<file path="src/hdl/nie_pkg.sv">
// constants for the interrupt-enable register block of the memory controller
// assumes a single AHB-Lite slave on a 32-bit bus, one clock hclk
package nie_pkg;

    // ---------------------------------------------------------------
    // bus and register geometry
    // ---------------------------------------------------------------
    localparam int DATA_W = 32;
    localparam int ADDR_W = 32;
    localparam int DEC_W = 8;
    localparam int REG_W = 16;
    localparam int IRQ_W = 11;

    // word offsets of the register bank
    localparam logic [DEC_W-1:0] OFF_ENABLE_SET = 8'h08;
    localparam logic [DEC_W-1:0] OFF_ENABLE_CLEAR = 8'h0C;
    localparam logic [DEC_W-1:0] OFF_FLAGS = 8'h10;

    localparam logic [IRQ_W-1:0] RST_ENABLE = 11'h000;
    localparam logic [IRQ_W-1:0] RST_FLAGS = 11'h000;
    localparam logic [IRQ_W-1:0] NO_BITS = 11'h000;
    localparam logic [DATA_W-1:0] RST_RDATA = 32'h00000000;
    localparam logic [DEC_W-1:0] RST_ADDR = 8'h00;
    localparam logic [REG_W-IRQ_W-1:0] RSVD_ZERO = 5'h00;

    // ---------------------------------------------------------------
    // interrupt source positions
    // ---------------------------------------------------------------
    localparam int BIT_OPERATION_DONE = 0;
    localparam int BIT_ADDRESS_ERROR = 1;
    localparam int BIT_PROGRAM_ERROR = 2;
    localparam int BIT_LOCK_ERROR = 3;
    localparam int BIT_ECC_SINGLE_ERROR = 4;
    localparam int BIT_ECC_DUAL_ERROR = 5;
    localparam int BIT_MEMORY_ERROR = 6;
    localparam int BIT_WRITE_ERASE_SUSPENDED = 7;
    localparam int BIT_EEPROM_SECTOR_FULL = 8;
    localparam int BIT_EEPROM_SECTOR_OVERFLOW = 9;
    localparam int BIT_EEPROM_WRITE_COMPLETED = 10;

    // ---------------------------------------------------------------
    // AHB-Lite encodings
    // ---------------------------------------------------------------
    localparam int HTRANS_ACTIVE_BIT = 1;
    localparam logic HRESP_OKAY = 1'b0;

endpackage

</file>
<file path="src/hdl/nie_irq_enable_clear.sv">
// interrupt enable bank of the memory controller with its flag register
// assumes events are one-cycle pulses from controller logic on hclk
//
// Decided for this implementation: register access over AHB-Lite.
`timescale 1ns/100ps
`default_nettype none
// What this block does
// writing zero to an enable-clear bit leaves that enable as it was
// writing one to an enable-clear bit clears only that enable
// reading enable-clear returns the present enables, not the written value
// bit 10 holds the eeprom write-completed enable
// bit 9 holds the eeprom sector overflow enable
// bit 8 holds the eeprom sector full enable
// bit 7 holds the write or erase suspended enable
// bit 6 holds the general memory error enable
// bit 5 holds the ecc dual error enable
// bits 4 to 0 hold single ecc, lock, program, address, done enables
// a disabled source no longer raises the interrupt, its flag may stay
module nie_irq_enable_clear
    import nie_pkg::*;
(
    input wire logic hclk,
    input wire logic hresetn,
    input wire logic hsel,
    input wire logic [nie_pkg::ADDR_W-1:0] haddr,
    input wire logic [1:0] htrans,
    input wire logic hwrite,
    input wire logic [2:0] hsize,
    input wire logic hready,
    input wire logic [nie_pkg::DATA_W-1:0] hwdata,
    output logic hreadyout,
    output logic hresp,
    output logic [nie_pkg::DATA_W-1:0] hrdata,
    input wire logic write_lock,
    input wire logic [nie_pkg::IRQ_W-1:0] nvm_event,
    output logic [nie_pkg::IRQ_W-1:0] irq_enable,
    output logic [nie_pkg::IRQ_W-1:0] irq_flags,
    output logic irq
);
    import nie_pkg::*;

    // ---------------------------------------------------------------
    // decode helper
    // ---------------------------------------------------------------
    function automatic logic hits(input logic [DEC_W-1:0] addr, input logic [DEC_W-1:0] off);
        hits = (addr == off);
    endfunction

    // ---------------------------------------------------------------
    // bus front end
    // ---------------------------------------------------------------
    wire logic wr_stb;
    wire logic [DEC_W-1:0] acc_addr;
    wire logic [DATA_W-1:0] rd_value;

    nie_ahb_slave u_slave (
        .hclk(hclk),
        .hresetn(hresetn),
        .hsel(hsel),
        .haddr(haddr),
        .htrans(htrans),
        .hwrite(hwrite),
        .hready(hready),
        .rd_value(rd_value),
        .hreadyout(hreadyout),
        .hresp(hresp),
        .hrdata(hrdata),
        .wr_stb(wr_stb),
        .acc_addr(acc_addr)
    );

    // ---------------------------------------------------------------
    // write decode
    // ---------------------------------------------------------------
    wire logic hit_set;
    wire logic hit_clear;
    wire logic hit_flags;
    wire logic enable_write_ok;
    wire logic [IRQ_W-1:0] wr_bits;
    wire logic [IRQ_W-1:0] enable_set_mask;
    wire logic [IRQ_W-1:0] enable_clr_mask;
    wire logic [IRQ_W-1:0] flag_clr_mask;

    assign hit_set = hits(acc_addr, OFF_ENABLE_SET);
    assign hit_clear = hits(acc_addr, OFF_ENABLE_CLEAR);
    assign hit_flags = hits(acc_addr, OFF_FLAGS);
    assign wr_bits = hwdata[IRQ_W-1:0];
    // protected writes to the enables are dropped without error
    assign enable_write_ok = wr_stb & ~write_lock;
    assign enable_set_mask = (enable_write_ok & hit_set) ? wr_bits : NO_BITS;
    // zeros in the mask leave enables alone, ones clear them
    assign enable_clr_mask = (enable_write_ok & hit_clear) ? wr_bits : NO_BITS;
    assign flag_clr_mask = (wr_stb & hit_flags) ? wr_bits : NO_BITS;

    // ---------------------------------------------------------------
    // enable and flag storage
    // ---------------------------------------------------------------
    wire logic [IRQ_W-1:0] enable_q;
    wire logic [IRQ_W-1:0] flag_q;

    // one flop per source, indexed by the BIT_ constants
    nie_bit_bank u_enable (
        .hclk(hclk),
        .hresetn(hresetn),
        .set_mask(enable_set_mask),
        .clr_mask(enable_clr_mask),
        .q(enable_q)
    );

    // hardware events beat a software clear in the same cycle
    nie_bit_bank u_flags (
        .hclk(hclk),
        .hresetn(hresetn),
        .set_mask(nvm_event),
        .clr_mask(flag_clr_mask),
        .q(flag_q)
    );

    // ---------------------------------------------------------------
    // read selection
    // ---------------------------------------------------------------
    wire logic [REG_W-1:0] enable_word;
    wire logic [REG_W-1:0] flag_word;
    wire logic rd_hit_enable;

    assign enable_word = {RSVD_ZERO, enable_q};
    assign flag_word = {RSVD_ZERO, flag_q};
    // both set and clear views show the live enables
    assign rd_hit_enable = hits(acc_addr, OFF_ENABLE_SET) | hits(acc_addr, OFF_ENABLE_CLEAR);
    assign rd_value = rd_hit_enable ? {{(DATA_W-REG_W){1'b0}}, enable_word}
                    : hits(acc_addr, OFF_FLAGS) ? {{(DATA_W-REG_W){1'b0}}, flag_word}
                    : RST_RDATA;

    // ---------------------------------------------------------------
    // interrupt output
    // ---------------------------------------------------------------
    wire logic [IRQ_W-1:0] irq_active;
    wire logic irq_next;

    assign irq_active = flag_q & enable_q;
    assign irq_next = |irq_active;

    always_ff @(posedge hclk or negedge hresetn) begin
        if (!hresetn) begin
            irq <= 1'b0;
            irq_enable <= RST_ENABLE;
            irq_flags <= RST_FLAGS;
        end else begin
            irq <= irq_next;
            irq_enable <= enable_q;
            irq_flags <= flag_q;
        end
    end

    // ---------------------------------------------------------------
    // checks
    // ---------------------------------------------------------------
    wire logic clr_write;
    wire logic rd_clear_addr;
    wire logic rd_accept;

    assign clr_write = wr_stb & hit_clear & ~write_lock;
    assign rd_clear_addr = hsel & hready & htrans[HTRANS_ACTIVE_BIT] & ~hwrite
                         & (haddr[DEC_W-1:0] == OFF_ENABLE_CLEAR);
    assign rd_accept = hsel & hready & htrans[HTRANS_ACTIVE_BIT] & ~hwrite;
endmodule
`default_nettype wire

</file>
<file path="src/hdl/nie_bit_bank.sv">
// one row of independently set and cleared flip-flops
// assumes set and clear masks come from logic on hclk; set wins over clear
`timescale 1ns/100ps
`default_nettype none
module nie_bit_bank
    import nie_pkg::*;
(
    input wire logic hclk,
    input wire logic hresetn,
    input wire logic [nie_pkg::IRQ_W-1:0] set_mask,
    input wire logic [nie_pkg::IRQ_W-1:0] clr_mask,
    output logic [nie_pkg::IRQ_W-1:0] q
);
    import nie_pkg::*;

    genvar i;
    generate
        for (i = 0; i < IRQ_W; i++) begin : g_bit
            wire logic bit_next;
            // a set arriving with a clear is kept
            assign bit_next = set_mask[i] | (q[i] & ~clr_mask[i]);
            always_ff @(posedge hclk or negedge hresetn) begin
                if (!hresetn) begin
                    q[i] <= RST_ENABLE[i];
                end else begin
                    q[i] <= bit_next;
                end
            end
        end
    endgenerate
endmodule
`default_nettype wire

</file>
<file path="src/hdl/nie_ahb_slave.sv">
// AHB-Lite slave front end: address capture, write strobe, registered read data
// assumes a single slave whose hreadyout is the bus hready
`timescale 1ns/100ps
`default_nettype none
module nie_ahb_slave
    import nie_pkg::*;
(
    input wire logic hclk,
    input wire logic hresetn,
    input wire logic hsel,
    input wire logic [nie_pkg::ADDR_W-1:0] haddr,
    input wire logic [1:0] htrans,
    input wire logic hwrite,
    input wire logic hready,
    input wire logic [nie_pkg::DATA_W-1:0] rd_value,
    output logic hreadyout,
    output logic hresp,
    output logic [nie_pkg::DATA_W-1:0] hrdata,
    output logic wr_stb,
    output logic [nie_pkg::DEC_W-1:0] acc_addr
);
    import nie_pkg::*;

    wire logic accept;
    wire logic accept_rd;
    logic rd_pend_reg;

    assign accept = hsel & hready & htrans[HTRANS_ACTIVE_BIT];
    assign accept_rd = accept & ~hwrite;

    // reads take one wait state so data written just before is seen
    always_ff @(posedge hclk or negedge hresetn) begin
        if (!hresetn) begin
            wr_stb <= 1'b0;
            rd_pend_reg <= 1'b0;
            acc_addr <= RST_ADDR;
            hreadyout <= 1'b1;
            hresp <= HRESP_OKAY;
            hrdata <= RST_RDATA;
        end else begin
            wr_stb <= accept & hwrite;
            rd_pend_reg <= accept_rd;
            hreadyout <= ~accept_rd;
            hresp <= HRESP_OKAY;
            if (accept) begin
                acc_addr <= haddr[DEC_W-1:0];
            end
            if (rd_pend_reg) begin
                hrdata <= rd_value;
            end
        end
    end
endmodule
`default_nettype wire

</file>
<file path="config.mk">
export PLATFORM = sky130hd
export DESIGN_NAME = nie_irq_enable_clear
export DESIGN_NICKNAME = d
export VERILOG_FILES = /design/src/hdl/nie_pkg.sv /design/src/hdl/nie_irq_enable_clear.sv /design/src/hdl/nie_bit_bank.sv /design/src/hdl/nie_ahb_slave.sv
export SDC_FILE = /design/constraint.sdc
export NUM_CORES = 1
export LEC_CHECK = 0
export ABC_AREA = 1
export BUFFER_PORTS_ARGS = -buffer_cell sky130_fd_sc_hd__clkbuf_2
export CORE_MARGIN = 10
export CORE_UTILIZATION = 46
export DETAILED_ROUTE_END_ITERATION = 10
export HOLD_SLACK_MARGIN = 0.12
export PLACE_DENSITY = 0.92
export SETUP_SLACK_MARGIN = 0.5
export SYNTH_ARGS = -nofsm -noshare
export SYNTH_HDL_FRONTEND = slang
export SYNTH_SLANG_ARGS = --single-unit
</file>
<file path="constraint.sdc">
create_clock -name hclk -period 2.6 [get_ports hclk]
set_input_delay 0.39 -clock hclk [delete_from_list [all_inputs] [get_ports hclk]]
set_output_delay 0.39 -clock hclk [all_outputs]
set_load 0.02 [all_outputs]
</file>
# [After elaboration in Yosys (flattened, before gate mapping)]
# Cells that the tools add are included.
[totals] reg_bits=88 inputBits=86
[classes] n_eq_ne=3 n_mux=5 bitwise=79 reduce_logical=1
[ops] operator="11-bit two-way mux" n=5
[ops] operator="1-bit AND" n=30
[ops] operator="1-bit NOT" n=25
[ops] operator="1-bit OR" n=23
[ops] operator="8-bit by 4-bit == test with 1-bit output, second input constant" n=2
[ops] operator="11-bit AND" n=1
[ops] operator="11-bit OR reduction" n=1
[ops] operator="8-bit by 5-bit == test with 1-bit output, second input constant" n=1

# [Logic depth before layout (Yosys ltp)]
# Gate-level depths: netlist of run 1.
[logic_depth] word_depth=7 mapped_depth=9 ltp_nobuf=8

# [Cells and area by module]
# From an unflattened synthesis of run 1, not the netlist that was laid out.
[hier_totals] hier_cells=437 area_unflattened_um2=3896.2
[by_module_without_submodules] module="nie_ahb_slave" n_inst=1 cells_per_inst=180 area_per_inst_um2=1869.3 seq_area_each_um2=1077.3
[by_module_without_submodules] module="nie_irq_enable_clear" n_inst=1 cells_per_inst=147 area_per_inst_um2=1146.1 seq_area_each_um2=575.6
[by_module_without_submodules] module="nie_bit_bank" n_inst=2 cells_per_inst=55 area_per_inst_um2=440.4 seq_area_each_um2=275.3

# [Least setup slack after synthesis of run 1]
# No wires, ideal clock.
[synth_path] path_kind="input-to-reg" startpoint="in hsel" endpoint="reg u_slave.acc_addr[6] (netlist bit)" setup_ns=0.125 arrival_time_ns=1.058 required_time_ns=2.475 setup_slack_ns=1.417 cell_stages=3 path_buffers=1 cell_sequence="nand3_1 buf_2 mux2_2"
[synth_between] elab_chain_cells=2
[synth_rtl] item="from (decl)" line="nie_irq_enable_clear.sv:24" source="input wire logic hsel,"
[synth_rtl] item="1-bit AND"
[synth_rtl] item="1-bit AND" line="nie_ahb_slave.sv:28" source="assign accept = hsel & hready & htrans[HTRANS_ACTIVE_BIT];"
[synth_rtl] item="to (signal assigned)" line="nie_ahb_slave.sv:46" source="acc_addr <= haddr[DEC_W-1:0];"
[synth_rtl] item="to (decl)" line="nie_ahb_slave.sv:20" source="output logic [nie_pkg::DEC_W-1:0] acc_addr"
# No other way between the ends.
# A chain may end at the register's enable or synchronous reset.

# [Worst setup path in the final report of run 1]
[layout_path] startpoint="reg u_slave.acc_addr[1] (netlist bit)" endpoint="reg u_flags.q[6] (netlist bit)"
[layout_between] elab_chain_cells=6
[layout_rtl] item="8-bit by 5-bit == test with 1-bit output" line="nie_irq_enable_clear.sv:46" source="hits = (addr == off);"
[layout_rtl] item="1-bit AND" line="nie_irq_enable_clear.sv:93" source="assign flag_clr_mask = (wr_stb & hit_flags) ? wr_bits : NO_BITS;"
[layout_rtl] item="11-bit two-way mux" line="nie_irq_enable_clear.sv:93"
[layout_rtl] item="1-bit NOT" line="nie_bit_bank.sv:21" source="assign bit_next = set_mask[i] | (q[i] & ~clr_mask[i]);"
[layout_rtl] item="1-bit AND" line="nie_bit_bank.sv:21"
[layout_rtl] item="1-bit OR" line="nie_bit_bank.sv:21"
[layout_rtl] item="net u_flags.g_bit[6].bit_next" line="nie_bit_bank.sv:19" source="wire logic bit_next;"
[layout_rtl] item="to (signal, indexed assignment)" line="nie_bit_bank.sv:24" source="q[i] <= RST_ENABLE[i];"
[layout_rtl] item="to (signal, indexed assignment)" line="nie_bit_bank.sv:26" source="q[i] <= bit_next;"
[layout_rtl] item="to (decl)" line="nie_bit_bank.sv:12" source="output logic [nie_pkg::IRQ_W-1:0] q"
# The timed path passes the listed nets, and every way through them passes these cells.

==> reports/qor.yml, run 1 <==
status: "finished clean"
power_density_nw_per_um2: 715
first_pass_iters: 5
vias: 2057
fmax_mhz: 651
fin_setup_tns_ns: 0
worstPathRequired_ns: 2.84
slew_headroom: 0.531
htree_num_levels: 3
postSynthAreaPerCell_um2: 10.2
worstPathMaxFanout: 22
clockRootBuffer: "clkbuf_8"
drv_cap: 0
cts_buffers: 9
maxSlewViolCount: 0
synth-main-ff-cell: "dfrtp_1"
cts_sinks: 67
grt_pass1_wl_um: 10900
num_antenna_cells: 0
path_class: "flop to flop"
antenna_found_initial: 0
fin_skew_ns: 0.00827
leakage_uw: 0.00159
setup_viol: 0
path_clk_slew_ns: 0.07
drt_first_iter_violations: 108
ys_ff_latch: 67
hold_ws_ns: 0.219
yosys_warnings: 0
yosysMostFrequentCell: "dfrtp_1"
overflow: 0
yosysTopAreaCell: "dfrtp_1"
finalWirelength_um: 6590
cts_tree: "yes"
cts_buffer_depth: 2
synthesis.area_um2: 2720
hold_path_class: "primary input to flop"
arrival_ns: 1.77
finalHoldViolCount: 0
pin_count: 143
gp_congestion: 0.807
syn_inst: 266
synth-edff-count: 0
clk_latency_ns: 0.34
die_area_um2: 9380
ys_types: 18
ir_drop_mv: 0.381
rsz0062_at_grt: "no"
drive_gt1_frac: 0.296
yosysSeqAreaShare: 0.618
die_width_um: 96.8
grt_usage: 0.142
chipHeight_um: 96.8
end_kind: "flop"
start_util: 0.484
io_buffers: 71
layout_min_cycle_time_ns: 1.54
final_cells: 417
post_cts_resized: 0
synthArstFlopShare: 1.00
grt_pass1_vias: 2270
ant_nets: 0
synthTopCellsByCount: "66 x dfrtp_1, 48 x nand2_1, 34 x nand3_1"
start_kind: "flop"
area_growth_pct: 19.7
post-place-cells: 400
fin_nets: 426
fp.coreArea_um2: 5610
p_total_uw: 2320
grt_start_max_net_pins: 34
vias_per_cell: 4.93
post-dp-hpwl_um: 4820
detail_route.wl_per_cell_um: 15.8
tightest_slew_ns: 0.703
period_share: 0.591
drc: 0
rows: 27
synth_top_area_share: 0.608
synthTopCellsByArea: "dfrtp_1 61%, buf_4 6.9%, nand2_1 6.6%"
## routing by layer
metal | vias to the layer above | global-route usage | routed length, um
met1 | 979 | 0.159 | 2550
met2 | 87 | 0.224 | 3260
met5 | - | 0 | 0
met3 | 18 | 0.0625 | 632
met4 | 0 | 0.0710 | 144
li1 | 973 | - | -
## layout make-up
cell class              instances  area [um2]
fillers                       495        2360
inverters                      10        37.5
multi-input cells             177         842
flip-flops and latches         67        1680
well taps                      72        90.1
clock inverters                 7        92.6
clock buffers                   9         124
repair buffers                 75         388
## cell families after synthesis
family,share of synthesized area
flip-flops,0.618
buffers and inverters,0.101
AO/OA/AOI/OAI,0.0765
multiplexers,0.0207
other,0.00138
AND/OR/NAND/NOR,0.182
## path summary, 6_finish.rpt
kind / start / depth (start not counted) / to / slack, ns
setup / recovery: u_slave.acc_addr[1] / 5 / u_flags.q[6] / 1.06
hold / removal: hwrite / 2 / u_slave.rd_pend_reg / 0.22
setup reg to reg: u_slave.acc_addr[1] / 5 / u_flags.q[6] / 1.06
hold reg to reg: u_flags.q[2] / 0 / irq_flags[2] / 0.43
max in group asynchronous: hresetn / 3 / irq_flags[4] / 1.24
min in group asynchronous: hresetn / 2 / u_slave.hrdata[8] / 0.62
## cell usage in the layout, fill, tap and decap left out
cell,instances
clkinv_2,2
inv_1,9
nor2_4,1
buf_4,3
nor2_1,24
bufinv_16,2
buf_2,1
clkbuf_2,70
conb_1,22
dlygate4sd3_1,1
a21oi_1,25
nand2_1,48
inv_2,1
nand4_1,3
clkbuf_8,9
a21o_1,11
clkinvlp_4,3
nand3_1,34
nand2_2,4
dfrtp_1,66
dfstp_2,1
mux2_2,5
## where the power goes
part	total, uW	switching (uW)	internal [uW]
Clock	930	395	535
Combinational	257	174	83.1
Sequential	1140	35.8	1100
## through the flow
step / util / area, um2 / setup WS (ns)
global route: 0.580 / 3250 / 0.905
global placement: 0.539 / 3030 / 1.11
CTS: 0.580 / 3250 / 1.05
detailed placement: 0.539 / 3030 / 1.05
floorplan: - / 2800 / 1.42
finish: 0.580 / 3250 / 1.06
## worst max-delay path, stage by stage, from the launching register on
cell	delay, ns
dfrtp_1	0.37
nor2_1	0.14
nand2_2	0.10
nor2_4	0.47
nand3_1	0.16
a21o_1	0.20
## repair_timing
item                                   CTS  global route
buffers inserted                         0             0
endpoints found under the hold margin   30             0
hold buffers                             1             0
Power figures use the tool's default switching activity.
==> run 2, diff against run 1 <==
--- a/config.mk
+++ b/config.mk
@@ -8,10 +8,10 @@
 export ABC_AREA = 1
 export BUFFER_PORTS_ARGS = -buffer_cell sky130_fd_sc_hd__clkbuf_2
 export CORE_MARGIN = 10
-export CORE_UTILIZATION = 46
+export CORE_UTILIZATION = 40
 export DETAILED_ROUTE_END_ITERATION = 10
 export HOLD_SLACK_MARGIN = 0.12
-export PLACE_DENSITY = 0.92
+export PLACE_DENSITY = 0.86
 export SETUP_SLACK_MARGIN = 0.5
 export SYNTH_ARGS = -nofsm -noshare
 export SYNTH_HDL_FRONTEND = slang
==> constraint.sdc (replaced) <==
create_clock -name hclk -period 1.2 [get_ports hclk]
set_input_delay 0.18 -clock hclk [delete_from_list [all_inputs] [get_ports hclk]]
set_output_delay 0.18 -clock hclk [all_outputs]
set_load 0.02 [all_outputs]
==> run 2 against run 1 <==
The run now ends with negative hold slack, negative setup slack left. Design area is 23% higher. Maximum frequency is 19% higher. Non-clock buffer count is 33 higher. Largest cell class unchanged. Largest power group unchanged.
==> reports/qor.yml, run 2 (same netlist as run 1, synthesis figures left out) <==
path_clk_slew_ns: 0.08
gp_congestion: 0.754
rows: 29
slowest_stage: "dfrtp_1"
ir_drop_mv: 0.922
vias_per_cell: 4.88
overflow: 0
clk_latency_ns: 0.34
htree_num_levels: 3
rsz0062_at_grt: "yes"
fin_setup_tns_ns: -1.66
cts_buffers: 9
die_width_um: 102
end_kind: "flop"
fin_skew_ns: 0.0110
die_area_um2: 10500
layout_min_cycle_time_ns: 1.29
status: "complete, but fails checks"
arrival_ns: 1.51
crit_path_max_incr_delay_ns: 0.40
grt_pass1_wl_um: 11400
crit_top_cell: "nand2_1"
maxSlewViolCount: 0
placed_area_um2: 3220
hold_ws_ns: -0.151
final_common_cell: "dfrtp_1"
grt_start_max_net_pins: 68
finalWirelength_um: 7360
worstPathMaxFanout: 5
failed_checks: "negative hold slack, negative setup slack"
leakage_uw: 0.00192
period_share: 1.07
cts_sinks: 67
p_total_uw: 5280
fmax_mhz: 777
stdcell_area_um2: 4010
detail_route.wl_per_cell_um: 16.2
io_buffers: 71
chipHeight_um: 102
final_cell_mix: "66 x dfrtp_1, 47 x nand2_1, 43 x clkbuf_8"
final_core_util: 0.621
ant_nets: 0
fin_nets: 459
start_util: 0.421
vias: 2221
finalHoldViolCount: 66
antenna_found_initial: 0
setup_viol: 33
grt_pass1_vias: 2386
drt_first_iter_violations: 141
area_growth_pct: 47.7
start_kind: "flop"
cp_cell_sequence: "inv_2 > nand2_2 > nor2_4 > nand2_4 > inv_4 > clkbuf_16 > nand3_1 > nand2_1 > nand2_1"
worstPathRequired_ns: 1.43
drv_cap: 0
fp.coreArea_um2: 6460
clockRootBuffer: "clkbuf_8"
drive_gt1_frac: 0.421
first_pass_iters: 4
hold_path_class: "primary input to asynchronous set/reset pin"
cts_buffer_depth: 2
pin_count: 143
path_class: "flop to flop"
drc: 0
post-dp-hpwl_um: 4800
layout_setup_ws_ns: -0.0867
grt_usage: 0.139
num_antenna_cells: 0
cts_tree: "yes"
power_density_nw_per_um2: 1310
run 2: cell count changes in the layout (fill, tap and decap cells not counted), moves of 5 or more:
| cell | delta |
|---|---|
| a21oi_1 | -6 |
| a21oi_2 | +6 |
| buf_4 | +25 |
| clkbuf_2 | -35 |
| clkbuf_8 | +34 |
| mux2_2 | -5 |
| mux2_4 | +5 |
| nand3_1 | -9 |
| nand3_2 | +8 |
run 2: path summary, 6_finish.rpt:
path                                     startpoint  depth (start not counted)                end  slack (ns)
worst min-delay path                        hresetn                          2       irq_flags[6]       -0.15
worst max register to register  u_slave.acc_addr[5]                          9      u_enable.q[7]       -0.09
max in group asynchronous                   hresetn                          2  u_slave.hreadyout        1.02
worst min register to register        u_enable.q[2]                          0      irq_enable[2]        0.43
min in group hclk                      nvm_event[6]                          2       u_flags.q[6]        0.02
worst max-delay path            u_slave.acc_addr[5]                          9      u_enable.q[7]       -0.09
run 2: stage by stage:
stage               instances  worst slack [ns]
CTS                       449           -0.0655
floorplan                 287            0.0592
global placement          416           -0.0777
detailed placement        416            -0.132
global route              455            -0.174
finish                    455           -0.0867
run 2: area by class of cell:
class,count,area [um2]
inverters,10,40.0
clock inverters,6,65.1
flip-flops and latches,67,1680
multi-input cells,177,972
well taps,77,96.3
fillers,513,2450
clock buffers,10,138
repair buffers,108,1020
run 2: worst max-delay path: cells and delay by family, from the launching register on:
family	cells	cell delay, ns
and+or+nand+nor	6	0.47
DFF	1	0.40
buffers and inverters	3	0.31
run 2: routing by layer:
| layer | global-route usage | vias up | share of wire |
|---|---|---|---|
| li1 | - | 1040 | - |
| met1 | 0.159 | 1073 | 0.40 |
| met2 | 0.231 | 95 | 0.49 |
| met3 | 0.0621 | 13 | 0.092 |
| met4 | 0.0380 | 0 | 0.016 |
| met5 | 0 | - | 0 |
run 2: repair_timing:
| item | in CTS | in global routing |
|---|---|---|
| pin swaps | 3 | 7 |
| buffers inserted | 16 | 5 |
| gates cloned | 0 | 1 |
| endpoints found under the setup margin | 77 | 78 |
| hold buffers | 1 | 1 |
| endpoints found under the hold margin | 98 | 93 |
| gates resized for setup | 78 | 18 |
run 2: report_power, final:
group | total [uW] | internal [uW] | switching, uW | leakage, uW
combinational | 914 | 461 | 454 | 0.00105
clock | 1890 | 1020 | 871 | 0.000102
sequential | 2470 | 2390 | 89.3 | 0.000774
total | 5280 | 3860 | 1410 | 0.00192
==> run 3, diff against run 2 <==
--- a/config.mk
+++ b/config.mk
@@ -5,9 +5,7 @@
 export SDC_FILE = /design/constraint.sdc
 export NUM_CORES = 1
 export LEC_CHECK = 0
-export ABC_AREA = 1
 export BUFFER_PORTS_ARGS = -buffer_cell sky130_fd_sc_hd__clkbuf_2
-export CORE_MARGIN = 10
 export CORE_UTILIZATION = 40
 export DETAILED_ROUTE_END_ITERATION = 10
 export HOLD_SLACK_MARGIN = 0.12
==> run 3 against run 2 <==
Sequential power is 2% lower. Worst hold slack better by 0.011 ns. Maximum frequency shrank 21%. Non-clock buffer count grew 2. Sequential cell count did not move. Synthesized cell count fell by 19%. Critical endpoint is now u_slave.hrdata[9]. Highest routed layer unchanged. The flow finishes with violations (design-rule violations, negative hold slack, negative setup slack). Final cell count shrank 10%. Critical path type unchanged. Routed wire length decreased by 14%. Design area up 0.50%. Count of clock-buffer cells in the layout is 2 higher. Combinational power down 19%. Clock skew barely moved.
==> reports/qor.yml, run 3 <==
status: "complete, but fails checks"
failed_checks: "design-rule violations, negative hold slack, negative setup slack"
gp_congestion: 0.769
final_cells: 408
finalHoldViolCount: 66
grt_start_max_net_pins: 68
cts_buffers: 9
synth_top_area_share: 0.613
cp_num_buf_inv: 1
final_core_util: 0.628
vias_per_cell: 4.81
cts_tree: "yes"
crit_path_max_incr_delay_ns: 0.57
yosysMostFrequentCell: "dfrtp_1"
power_density_nw_per_um2: 1190
clk_latency_ns: 0.34
final_cell_mix: "66 x dfrtp_1, 44 x clkbuf_8, 35 x clkbuf_2"
htree_num_levels: 3
met2_usage: 0.328
post-place-cells: 376
fmax_mhz: 613
swShare: 0.259
cts_sinks: 67
layout_min_cycle_time_ns: 1.63
yosysTopAreaCell: "dfrtp_1"
pwr-share-clk: 0.339
synthArstFlopShare: 1.00
hold_ws_ns: -0.140
arrival_ns: 1.88
chipHeight_um: 84.1
synth-main-ff-cell: "dfrtp_1"
overflow: 0
synthTopCellsByCount: "66 x dfrtp_1, 24 x inv_1, 23 x buf_4"
met3_usage: 0.0613
syn_inst: 215
synth-edff-count: 0
yosysSeqAreaShare: 0.622
leakage_uw: 0.00187
power_frac_comb: 0.154
grt_pass1_wl_um: 10200
fp.coreArea_um2: 6420
cts_buffer_depth: 2
internal-power_uw: 3550
detail_route.wl_per_cell_um: 15.5
drt_first_iter_violations: 115
die_width_um: 84.1
ys_ff_latch: 67
pin_count: 143
postSynthAreaPerCell_um2: 12.5
first_pass_iters: 9
grt_pass1_vias: 2032
rsz0062_at_grt: "yes"
cpLargestDelayFamily: "simple AND/OR/NAND/NOR gates"
p_sw_uw: 1240
grt-busiest-layer: "met2"
period_share: 1.36
fin_nets: 412
io_buffers: 71
vias: 1963
die_area_um2: 7070
p_total_uw: 4790
end_kind: "flop"
ys_types: 31
drive_gt1_frac: 0.474
antenna_found_initial: 0
path_class: "flop to flop"
pwr-share-seq: 0.507
num_antenna_cells: 0
cp_cell_sequence: "or4b_4 > nor4_4 > buf_12 > a32oi_1 > o21ai_1"
drc: 16
ir_drop_mv: 0.564
finalWirelength_um: 6330
rows: 29
ant_nets: 0
final_common_cell: "dfrtp_1"
post-dp-hpwl_um: 4030
maxSlewViolCount: 0
layout_setup_ws_ns: -0.432
area_growth_pct: 49.6
hold_path_class: "primary input to asynchronous set/reset pin"
synthesis.area_um2: 2700
clockRootBuffer: "clkbuf_8"
drv_cap: 0
setup_viol: 34
met1_usage: 0.225
start_kind: "flop"
worstPathRequired_ns: 1.45
fin_skew_ns: 0.0106
slowest_stage: "or4b_4"
grt_usage: 0.189
start_util: 0.420
worstPathMaxFanout: 11
yosys_warnings: 0
path_clk_slew_ns: 0.07
synthTopCellsByArea: "dfrtp_1 61%, buf_4 6.4%, mux2i_1 4.1%"
[run 3: kinds of logic (layout without fill, tap and decap cells)]
group | count (synthesis) | count (layout) | synth area share
buffers and inverters | 55 | 150 | 0.116
DFF | 67 | 67 | 0.622
other | 1 | 22 | 0.00139
muxes | 19 | 19 | 0.0742
AOI/OAI and AO/OA | 38 | 38 | 0.103
and+or+nand+nor | 35 | 35 | 0.0840
[run 3: power groups by stage]
stage,clock network (uW),registers [uW],logic [uW]
finish,1620,2430,738
global placement,0,2450,557
floorplan,0,2500,283
CTS,1660,2430,682
detailed placement,0,2460,570
global route,1790,2440,794
[run 3: layout make-up]
| type | count | area [um2] |
|---|---|---|
| Inverter | 24 | 90.1 |
| Clock buffer | 12 | 145 |
| Tap cell | 77 | 96.3 |
| Sequential cell | 67 | 1680 |
| Clock inverter | 4 | 26.3 |
| Fill cell | 494 | 2390 |
| Timing Repair Buffer | 110 | 1080 |
| Multi-Input combinational cell | 114 | 915 |
[run 3: worst paths after layout]
path,start,end,slack [ns],cells past startpoint
setup / recovery,u_slave.acc_addr[1],u_slave.hrdata[9],-0.43,5
hold / removal,hresetn,irq_enable[5],-0.14,2
setup reg to reg,u_slave.acc_addr[1],u_slave.hrdata[9],-0.43,5
hold reg to reg,u_enable.q[8],irq_enable[8],0.43,0
max in group asynchronous,hresetn,u_slave.hreadyout,1.03,2
min in group hclk,nvm_event[7],u_flags.q[7],0.03,2
[run 3: per-layer routing]
layer,part of all wire,routed length [um],vias up
li1,-,-,921
met1,0.41,2570,963
met2,0.52,3260,72
met5,0,0,-
met4,0.012,75,0
met3,0.066,418,7
[run 3: worst reg2reg max path, cell delays in order (launching register included)]
cell and delay [ns]:
dfrtp_1 0.41, or4b_4 0.57, nor4_4 0.21, buf_12 0.18, a32oi_1 0.07, o21ai_1 0.12
[run 3: per-stage QoR]
stage	worst slack, ns	hold WS (ns)	instance area, um2	TNS [ns]
6_report	-0.432	-0.140	4030	-12.72
5_1_grt	-0.523	-0.126	4030	-15.75
4_1_cts	-0.411	-0.143	3940	-11.98
3_5_place_dp	-0.382	0.223	3340	-11.15
3_3_place_gp	-0.322	0.217	3340	-10.11
2_1_floorplan	-0.330	-0.116	2870	-8.22
[run 3: repair_timing]
item / 4_1_cts / 5_1_grt
hold endpoints to repair: 88 / 87
gates cloned: 1 / 0
buffers inserted: 5 / 10
endpoints found under the setup margin: 77 / 77
gates resized for setup: 74 / 5
pin swaps: 3 / 4
